### config.mk
export PLATFORM = sky130hd
export DESIGN_NAME = uart_line_modem_status
export DESIGN_NICKNAME = d
export VERILOG_FILES = /design/src/logic/uart_status_pkg.sv /design/src/logic/rx_status_fifo.sv /design/src/logic/uart_line_modem_status.sv
export SDC_FILE = /design/constraint.sdc
export NUM_CORES = 1
export LEC_CHECK = 0
export BUFFER_PORTS_ARGS = -buffer_cell sky130_fd_sc_hd__buf_2
export CORE_MARGIN = 4
export CORE_UTILIZATION = 54
export DETAILED_ROUTE_END_ITERATION = 8
export PLACE_DENSITY = 0.75
export SLEW_MARGIN = 20
export SYNTH_ARGS = -nofsm -noshare
export SYNTH_HDL_FRONTEND = slang
export SYNTH_SLANG_ARGS = --single-unit
### constraint.sdc
create_clock -name sys_clk -period 2.9 [get_ports sys_clk]
set_input_delay 0.145 -clock sys_clk [delete_from_list [all_inputs] [get_ports sys_clk]]
set_output_delay 0.145 -clock sys_clk [all_outputs]
set_load 0.01 [all_outputs]
### src/logic/uart_status_pkg.sv
`default_nettype none
package uart_status_pkg;
  // Byte offsets of the APB register map
  localparam logic [7:0] LINE_STATUS_ADDR  = 8'h00;
  localparam logic [7:0] MODEM_STATUS_ADDR = 8'h04;
  localparam logic [7:0] MODEM_CTRL_ADDR   = 8'h08;
  localparam logic [7:0] CONFIG_ADDR       = 8'h0C;
  localparam logic [7:0] EVENT_STAT_ADDR   = 8'h10;
  localparam logic [7:0] EVENT_MASK_ADDR   = 8'h14;
  localparam logic [7:0] RX_DATA_ADDR      = 8'h18;
  // Line status fields
  localparam int LS_READY   = 0;
  localparam int LS_OVERRUN = 1;
  localparam int LS_PARITY  = 2;
  // Modem status fields
  localparam int MS_DCTS = 0;
  localparam int MS_DDSR = 1;
  localparam int MS_TERI = 2;
  localparam int MS_DDCD = 3;
  localparam int MS_CTS  = 4;
  localparam int MS_DSR  = 5;
  localparam int MS_RI   = 6;
  localparam int MS_DCD  = 7;
  // Modem control fields
  localparam int MC_DTR  = 0;
  localparam int MC_RTS  = 1;
  localparam int MC_OUT1 = 2;
  localparam int MC_OUT2 = 3;
  localparam int MC_LOOP = 4;
  // Config fields
  localparam int CF_FIFO_EN = 0;
  localparam int CF_PAR_EN  = 1;
  localparam int CF_PAR_EVN = 2;
  // Event status fields
  localparam int EV_MODEM   = 0;
  localparam int EV_OVERRUN = 1;
  localparam int EV_PARITY  = 2;
  localparam int EV_WIDTH   = 3;
  // Reset values
  localparam logic [7:0] MODEM_CTRL_RST = 8'h00;
  localparam logic [2:0] CONFIG_RST     = 3'h0;
  localparam logic [2:0] EVENT_MASK_RST = 3'h0;
  localparam int FIFO_DEPTH_DEF = 32;
endpackage : uart_status_pkg
`default_nettype wire

### src/logic/rx_status_fifo.sv
`timescale 1ns/1ns
`default_nettype none
// Receive queue of characters with their parity error bit
module rx_status_fifo
  import uart_status_pkg::*;
#(
  parameter int DEPTH = FIFO_DEPTH_DEF
) (
  input  wire logic       sys_clk,   // Clock
  input  wire logic       rstn,      // Async reset, low
  input  wire logic [7:0] wr_data,   // Character in
  input  wire logic       wr_perr,   // Parity error of character in
  input  wire logic       wr_en,     // Push
  input  wire logic       rd_en,     // Pop head
  output logic      [7:0] head_data, // Head character
  output logic            head_perr, // Head parity error
  output logic            empty,     // Nothing held
  output logic            full       // Depth reached
);
  localparam int AW = $clog2(DEPTH);
  logic [8:0]  mem [DEPTH];
  logic [AW-1:0] rd_ptr;
  logic [AW-1:0] wr_ptr;
  logic [AW:0]   count;
  logic          do_wr;
  logic          do_rd;

  assign do_wr     = wr_en && !full;
  assign do_rd     = rd_en && !empty;
  assign empty     = (count == '0);
  assign full      = (count == (AW+1)'(DEPTH));
  assign head_data = mem[rd_ptr][7:0];
  assign head_perr = !empty && mem[rd_ptr][8];

  always_ff @(posedge sys_clk) begin
    if (do_wr) begin
      mem[wr_ptr] <= {wr_perr, wr_data};
    end
  end

  always_ff @(posedge sys_clk or negedge rstn) begin
    if (!rstn) begin
      rd_ptr <= '0;
      wr_ptr <= '0;
      count  <= '0;
    end else begin
      if (do_wr) begin
        wr_ptr <= (wr_ptr == AW'(DEPTH - 1)) ? '0 : wr_ptr + 1'b1;
      end
      if (do_rd) begin
        rd_ptr <= (rd_ptr == AW'(DEPTH - 1)) ? '0 : rd_ptr + 1'b1;
      end
      count <= count + (AW+1)'(do_wr) - (AW+1)'(do_rd);
    end
  end
endmodule : rx_status_fifo
`default_nettype wire

### src/logic/uart_line_modem_status.sv
// Function
// - parity mismatch sets line status bit 2
// - FIFO mode: parity flag follows FIFO head
// - char completed while FIFO full sets overrun
// - overrun char replaces shift register, not queued
// - bit 0 set while any character held
// - line status flags zero after reset
// - four change bits set on input change
// - modem status read clears change bits
// - bit 7 carrier detect or user output two
// - bit 6 ring indicator or user output one
// - bit 5 set ready or terminal ready
// - bit 4 clear-to-send or request-to-send
// - ring change bit only on rising input
// - any change bit requests modem interrupt
// - change bits zero after reset
`timescale 1ns/1ns
`default_nettype none
module uart_line_modem_status
  import uart_status_pkg::*;
#(
  parameter int FIFO_DEPTH = FIFO_DEPTH_DEF
) (
  input  wire logic        sys_clk,              // 20 MHz clock
  input  wire logic        rstn,                 // Async reset, low
  input  wire logic        psel,                 // APB select
  input  wire logic        penable,              // APB enable
  input  wire logic        pwrite,               // APB direction
  input  wire logic [7:0]  paddr,                // APB byte address
  input  wire logic [31:0] pwdata,               // APB write data
  output logic      [31:0] prdata,               // APB read data
  output logic             pready,               // APB ready
  output logic             pslverr,              // APB error
  input  wire logic [7:0]  rx_char,              // Received character
  input  wire logic        rx_char_parity,       // Parity bit received
  input  wire logic        rx_char_valid,        // Character complete pulse
  input  wire logic        cts_n,                // Clear-to-send pin, low
  input  wire logic        dsr_n,                // Data set ready pin, low
  input  wire logic        ring_indicator_in_n,  // Ring indicator pin, low
  input  wire logic        carrier_detect_in_n,  // Carrier detect pin, low
  output logic             dtr_n,                // Terminal ready pin, low
  output logic             rts_n,                // Request-to-send pin, low
  output logic             user_output_one_n,    // First user output, low
  output logic             user_output_two_n,    // Second user output, low
  output logic             modem_irq,            // Modem status request
  output logic             irq                   // Masked event interrupt
);
  logic [7:0] modem_control;
  logic [2:0] config_reg;
  logic [2:0] event_stat;
  logic [2:0] event_mask;
  logic [3:0] delta;
  logic [3:0] sync1;
  logic [3:0] sync2;
  logic [3:0] pin_prev;
  logic       overrun;
  logic [7:0] shift_char;
  logic       shift_perr;
  logic       hold_valid;
  logic       hold_perr;
  logic [7:0] hold_char;
  logic [3:0] modem_level;
  logic [3:0] pin_now;
  logic [3:0] pin_change;
  logic [7:0] line_status;
  logic [7:0] modem_status;
  logic       rd_access;
  logic       wr_access;
  logic       rd_line;
  logic       rd_modem;
  logic       rd_data;
  logic       char_perr;
  logic       fifo_mode;
  logic       fifo_full;
  logic       fifo_empty;
  logic       fifo_perr;
  logic [7:0] fifo_char;
  logic       q_full;
  logic       accept;
  logic       next_irq;
  logic       rd_event;
  logic       line_ready;
  logic       line_perr;
  logic [2:0] event_set;
  logic [3:0] loop_level;

  // Address decode used by the error answer only; the read mux has its own case
  function automatic logic addr_mapped(input logic [7:0] a);
    case (a)
      LINE_STATUS_ADDR, MODEM_STATUS_ADDR, MODEM_CTRL_ADDR, CONFIG_ADDR,
      EVENT_STAT_ADDR, EVENT_MASK_ADDR, RX_DATA_ADDR: addr_mapped = 1'b1;
      default: addr_mapped = 1'b0;
    endcase
  endfunction : addr_mapped

  // High when the character and its parity bit break the chosen parity
  function automatic logic parity_bad(input logic [7:0] ch, input logic pb,
                                      input logic even);
    parity_bad = ((^{ch, pb}) == even);
  endfunction : parity_bad

  assign rd_access = psel && penable && !pwrite && !pready;
  assign wr_access = psel && penable && pwrite && !pready;
  assign rd_line   = rd_access && (paddr == LINE_STATUS_ADDR);
  assign rd_modem  = rd_access && (paddr == MODEM_STATUS_ADDR);
  assign rd_data   = rd_access && (paddr == RX_DATA_ADDR);
  assign rd_event  = rd_access && (paddr == EVENT_STAT_ADDR);
  assign fifo_mode = config_reg[CF_FIFO_EN];

  // Parity check, only while parity is enabled
  assign char_perr = config_reg[CF_PAR_EN] &&
                     parity_bad(rx_char, rx_char_parity, config_reg[CF_PAR_EVN]);

  // A character meeting a full queue is an overrun
  assign q_full = fifo_mode ? fifo_full : hold_valid;
  assign accept = rx_char_valid && !q_full;

  rx_status_fifo #(
    .DEPTH(FIFO_DEPTH)
  ) u_fifo (
    .sys_clk   (sys_clk),
    .rstn      (rstn),
    .wr_data   (rx_char),
    .wr_perr   (char_perr),
    .wr_en     (accept && fifo_mode),
    .rd_en     (rd_data && fifo_mode),
    .head_data (fifo_char),
    .head_perr (fifo_perr),
    .empty     (fifo_empty),
    .full      (fifo_full)
  );

  // Holding register for non-FIFO mode
  always_ff @(posedge sys_clk or negedge rstn) begin
    if (!rstn) begin
      hold_valid <= 1'b0;
      hold_perr  <= 1'b0;
      hold_char  <= 8'h00;
    end else if (accept && !fifo_mode) begin
      hold_valid <= 1'b1;
      hold_perr  <= char_perr;
      hold_char  <= rx_char;
    end else if (rd_data || fifo_mode) begin
      hold_valid <= 1'b0;
    end
  end

  // Shift register copy; overrun replaces it without queueing
  always_ff @(posedge sys_clk or negedge rstn) begin
    if (!rstn) begin
      shift_char <= 8'h00;
      shift_perr <= 1'b0;
    end else if (rx_char_valid) begin
      shift_char <= rx_char;
      shift_perr <= char_perr;
    end
  end

  // Overrun flag, cleared by line status read; set wins
  always_ff @(posedge sys_clk or negedge rstn) begin
    if (!rstn) begin
      overrun <= 1'b0;
    end else if (rx_char_valid && q_full) begin
      overrun <= 1'b1;
    end else if (rd_line) begin
      overrun <= 1'b0;
    end
  end

  // Head of queue in FIFO mode, holding register otherwise
  assign line_perr   = fifo_mode ? fifo_perr : (hold_valid && hold_perr);
  assign line_ready  = fifo_mode ? !fifo_empty : hold_valid;
  assign line_status = {5'h00, line_perr, overrun, line_ready};

  // Two-stage synchronisers: cts, dsr, ring, carrier
  // Reset to the idle high level so release shows no edge
  assign pin_now = {carrier_detect_in_n, ring_indicator_in_n, dsr_n, cts_n};

  always_ff @(posedge sys_clk or negedge rstn) begin
    if (!rstn) begin
      sync1    <= 4'hF;
      sync2    <= 4'hF;
      pin_prev <= 4'hF;
    end else begin
      sync1    <= pin_now;
      sync2    <= sync1;
      pin_prev <= sync2;
    end
  end

  // Loop-back feeds modem control bits in place of the pins
  assign loop_level  = {modem_control[MC_OUT2], modem_control[MC_OUT1],
                        modem_control[MC_DTR], modem_control[MC_RTS]};
  assign modem_level = modem_control[MC_LOOP] ? loop_level : ~sync2;

  // Ring counts only its release; the others count any edge
  for (genvar g = 0; g < 4; g++) begin : g_edge
    if (g == MS_TERI) begin : g_rise
      assign pin_change[g] = sync2[g] && !pin_prev[g];
    end else begin : g_any
      assign pin_change[g] = sync2[g] ^ pin_prev[g];
    end
  end

  // Change bits: set beats the clearing read
  // Deltas come from the pins only, never from loop-back levels
  always_ff @(posedge sys_clk or negedge rstn) begin
    if (!rstn) begin
      delta <= 4'h0;
    end else begin
      delta <= (rd_modem ? 4'h0 : delta) | pin_change;
    end
  end

  assign modem_status = {modem_level[3], modem_level[2], modem_level[1], modem_level[0],
                         delta};

  assign event_set = {rx_char_valid && char_perr, rx_char_valid && q_full, |pin_change};

  // Sticky event bits, cleared by a read of the event register
  always_ff @(posedge sys_clk or negedge rstn) begin
    if (!rstn) begin
      event_stat <= 3'h0;
    end else begin
      event_stat <= (rd_event ? 3'h0 : event_stat) | event_set;
    end
  end

  // Software writable registers
  always_ff @(posedge sys_clk or negedge rstn) begin
    if (!rstn) begin
      modem_control <= MODEM_CTRL_RST;
      config_reg    <= CONFIG_RST;
      event_mask    <= EVENT_MASK_RST;
    end else if (wr_access) begin
      case (paddr)
        MODEM_CTRL_ADDR: modem_control <= {3'h0, pwdata[4:0]};
        CONFIG_ADDR:     config_reg    <= pwdata[2:0];
        EVENT_MASK_ADDR: event_mask    <= pwdata[2:0];
        default:         modem_control <= modem_control;
      endcase
    end
  end

  // APB answer: one wait state, every output registered
  always_ff @(posedge sys_clk or negedge rstn) begin
    if (!rstn) begin
      pready  <= 1'b0;
      pslverr <= 1'b0;
      prdata  <= 32'h0000_0000;
    end else if (psel && penable && !pready) begin
      pready  <= 1'b1;
      pslverr <= !addr_mapped(paddr);
      prdata  <= 32'h0000_0000;
      if (!pwrite) begin
        case (paddr)
          LINE_STATUS_ADDR:  prdata <= {24'h0, line_status};
          MODEM_STATUS_ADDR: prdata <= {24'h0, modem_status};
          MODEM_CTRL_ADDR:   prdata <= {24'h0, modem_control};
          CONFIG_ADDR:       prdata <= {29'h0, config_reg};
          EVENT_STAT_ADDR:   prdata <= {29'h0, event_stat};
          EVENT_MASK_ADDR:   prdata <= {29'h0, event_mask};
          RX_DATA_ADDR:      prdata <= {24'h0, fifo_mode ? fifo_char : hold_char};
          default:           prdata <= 32'h0000_0000;
        endcase
      end
    end else begin
      pready  <= 1'b0;
      pslverr <= 1'b0;
    end
  end

  assign next_irq = |(event_stat & event_mask);

  // Outputs from flip-flops
  always_ff @(posedge sys_clk or negedge rstn) begin
    if (!rstn) begin
      modem_irq         <= 1'b0;
      irq               <= 1'b0;
      dtr_n             <= 1'b1;
      rts_n             <= 1'b1;
      user_output_one_n <= 1'b1;
      user_output_two_n <= 1'b1;
    end else begin
      modem_irq         <= |delta;
      irq               <= next_irq;
      dtr_n             <= !modem_control[MC_DTR] || modem_control[MC_LOOP];
      rts_n             <= !modem_control[MC_RTS] || modem_control[MC_LOOP];
      user_output_one_n <= !modem_control[MC_OUT1] || modem_control[MC_LOOP];
      user_output_two_n <= !modem_control[MC_OUT2] || modem_control[MC_LOOP];
    end
  end
endmodule : uart_line_modem_status
`default_nettype wire

==> flow_summary_export.csv <==
group,metric,value,unit
critical_path,reg2reg_from,"pready",
die,fp.dieH,175,um
placement,gp_congestion,0.893,
critical_path,crit_type,"flip-flop to flip-flop",
sta,whs,40.5,ps
critical_path,crit_fanout,3,
synthesis,synth-seq-cells,361,
sta,tns,0,ps
critical_path,cp_num_buf_inv,4,
cells_and_area,area.growth.synth_to_final,15.5,%
sta,relSlewSlack,35.0,%
synthesis,synth_area_leaders,"edfxtp_1, mux4_2, dfrtp_1, dfstp_2, mux2_2",
synthesis,synth-edff-count,288,
cells_and_area,layout_commonest_cell,"edfxtp_1",
critical_path,r2r_cells,14,
placement,place_hpwl,21400,um
route,drtIter0Drc,872,
synthesis,ys.flop_type,"edfxtp_1",
sta,slew_violations,0,
route,viasPerCell,5.92,
clock_network,cts_buffers,36,
global_routing,grt_pass1_vias,8320,
sta,setup_viol,0,
critical_path,end_kind,"flip-flop",
die,die_area,30500,um^2
power,p_leak,6.16,nW
power,finalPower,0.0110,W
critical_path,max_stage_delay,420,ps
hold_path,hold_depth,1,
route,wl_per_cell,24.1,um
sta,fin_crit,2670,ps
cells_and_area,nets,1061,
status,outcome,"finished clean",
cells_and_area,reg.largest.list,"u_fifo.mem x288, hold_char x8, prdata x8",
synthesis,synth_warnings,0,
global_routing,grt_start_max_net_pins,74,
cells_and_area,top_register,"u_fifo.mem",
synthesis,synthCells,852,
clock_network,ctsLongestPathBuffers,3,
hold_path,hold_path_end,"u_fifo.mem[31][3]",
clock_network,cts_htree_levels,2,
sta,worst_slew_pin_slew,975,ps
critical_path,cp.required,3290,ps
global_routing,grt_pass1_wl,50800,um
clock_network,clk_latency,520,ps
critical_path,critPathLaunchType,"flip-flop",
critical_path,crit_slowest_cell,"fa_1",
global_routing,overflow,0,
synthesis,synth.cell_area,15000,um^2
cells_and_area,drive_gt1_share,30.0,%
route,postRouteAntennaNets,0,
sta,final.setup_skew,21.3,ps
hold_path,hp-start,"rx_char[3]",
clock_network,cts-root-buf,"clkbuf_16",
cells_and_area,final_area,17300,um^2
sta,max_freq,0.375,GHz
die,core.rowCount,60,
critical_path,crit_path_frequent_cell,"inv_1",
cells_and_area,largest_register_ffs,288,
die,ios,99,
synthesis,yosysTopAreaCell,"edfxtp_1",
synthesis,synth_cell_types,68,
power,powerDensity,637,nW/um^2
synthesis,async_reset_ff_share,20.2,%
job,max_cap_viol_count,0,
sta,fin_crit_sh,91.9,%
die,core_area,27200,um^2
critical_path,crit_family,"simple AND/OR/NAND/NOR gates",
placement,portBuffers,47,
route,drt-total-wl,33300,um
cells_and_area,final_util,63.7,%
placement,dpl_cell_area,16000,um^2
sta,hold_viol,0,
sta,rsz0062_at_grt,"false",
route,drc,0,
global_routing,globalRouteTotalUtil,21.9,%
critical_path,arrival,3060,ps
clock_network,clkTransAtPathRegs,60,ps
cells_and_area,layout_common_cells,"edfxtp_1, mux4_2, buf_4, dfrtp_1, nor2_1",
cells_and_area,fillers,1876,
hold_path,holdCritPathClass,"primary input to flip-flop",
critical_path,reg2reg_slack,230,ps
clock_network,clock_sinks,361,
critical_path,r2r-end,"u_fifo.count[4]",
clock_network,cts_tree,"done",
die,floorplan.initialDensity,55.2,%
global_routing,antenna_found_initial,0,
die,die_width,175,um
route,drt_first_pass_iters,5,
cells_and_area,antennaDiodeCount,0,
route,num_vias,8201,
synthesis,avgSynthCellArea,17.6,um^2
critical_path,path_cells,"nor4bb_4 > and4_1 > nand3_1 > inv_1 > ha_1 > inv_1 > ha_1 > inv_1 > fa_1 > inv_1 > a21oi_1 > nor2_1 > nor2_1 > xnor2_1",
power,ir_worst_vdd,0.389,mV
synthesis,synth_top_area_share,57.7,%
synthesis,yosysSeqAreaShare,70.0,%
-- through the flow --
| stage | cells | setup WS [ps] |
|---|---|---|
| floorplan | 875 | 114 |
| global placement | 1307 | 237 |
| detailed placement | 1307 | 177 |
| CTS | 1385 | 129 |
| global route | 1385 | 22.3 |
| finish | 1385 | 234 |
-- report_power, final --
group          total (W)  switching, W  internal [W]
logic           0.000646      0.000356      0.000290
registers        0.00578     0.0000677       0.00571
clock network    0.00460       0.00187       0.00273
total             0.0110       0.00230       0.00873
-- per-layer routing --
layer | global-route usage, % | part of all wire, %
met5 | 0 | 0
met2 | 35.5 | 49
met1 | 30.8 | 40
met3 | 4.69 | 9.2
met4 | 5.89 | 2.4
-- cell type report --
class / instances / area, um^2 / area share (%)
clock buffers: 49 / 1050 / 6.08
clock inverters: 17 / 138 / 0.794
inverters: 20 / 75.1 / 0.433
multi-input cells: 434 / 4160 / 24.0
flip-flops and latches: 361 / 10500 / 60.6
well taps: 372 / 465 / 2.69
repair buffers: 132 / 931 / 5.37
-- worst register-to-register path, stage by stage (launching register included) --
cell and delay, ps:
dfrtp_1 410, nor4bb_4 320, and4_1 290, nand3_1 140
inv_1 80, ha_1 220, inv_1 50, ha_1 140
inv_1 60, fa_1 420, inv_1 70, a21oi_1 50
nor2_1 100, nor2_1 60, xnor2_1 120
-- cell families (layout without fill, tap and decap cells) --
kind of cell    after synthesis  in the layout  share of synthesized area [%]
flops                       361            361                           70.0
other cells                   1             24                         0.0250
mux                         125            125                           15.1
xor+xnor                     15             15                          0.968
fa+ha+maj                    17             17                           1.47
simple gates                174            174                           5.86
compound gates               79             79                           3.57
buf+inv                      80            218                           3.01
-- worst max-delay path by stage --
| stage | depth (start not counted) | start | slack, ps | end |
|---|---|---|---|---|
| 2_1_floorplan | 14 | pready | 110 | u_fifo.count[4] |
| 3_3_place_gp | 14 | pready | 240 | u_fifo.count[4] |
| 5_1_grt | 14 | pready | 20 | u_fifo.count[4] |
| 6_report | 14 | pready | 230 | u_fifo.count[4] |
| 4_1_cts | 14 | pready | 130 | u_fifo.count[4] |
| 3_5_place_dp | 14 | pready | 180 | u_fifo.count[4] |
-- synthesized netlist by cell type, types with 6 or more instances --
cell type,number
edfxtp_1,288
mux4_2,73
dfrtp_1,57
nor2_1,53
nand2_1,38
buf_4,27
mux2_2,27
clkbuf_1,20
inv_1,20
mux2i_1,20
o21ai_0,20
dfstp_2,16
ha_1,16
nand3_1,16
a21oi_1,12
xnor2_1,11
nand2b_1,9
nand4_1,8
a22o_1,7
and3_1,7
or2_2,7
nor2b_1,6
o22ai_1,6
-- timing repair --
item                                   4_1_cts  5_1_grt
gates resized for setup                      0        1
hold buffers                                12        0
setup buffers                                0        0
endpoints found under the hold margin       76        0
setup endpoints to repair                    0        2
Power figures use the tool's default switching activity.
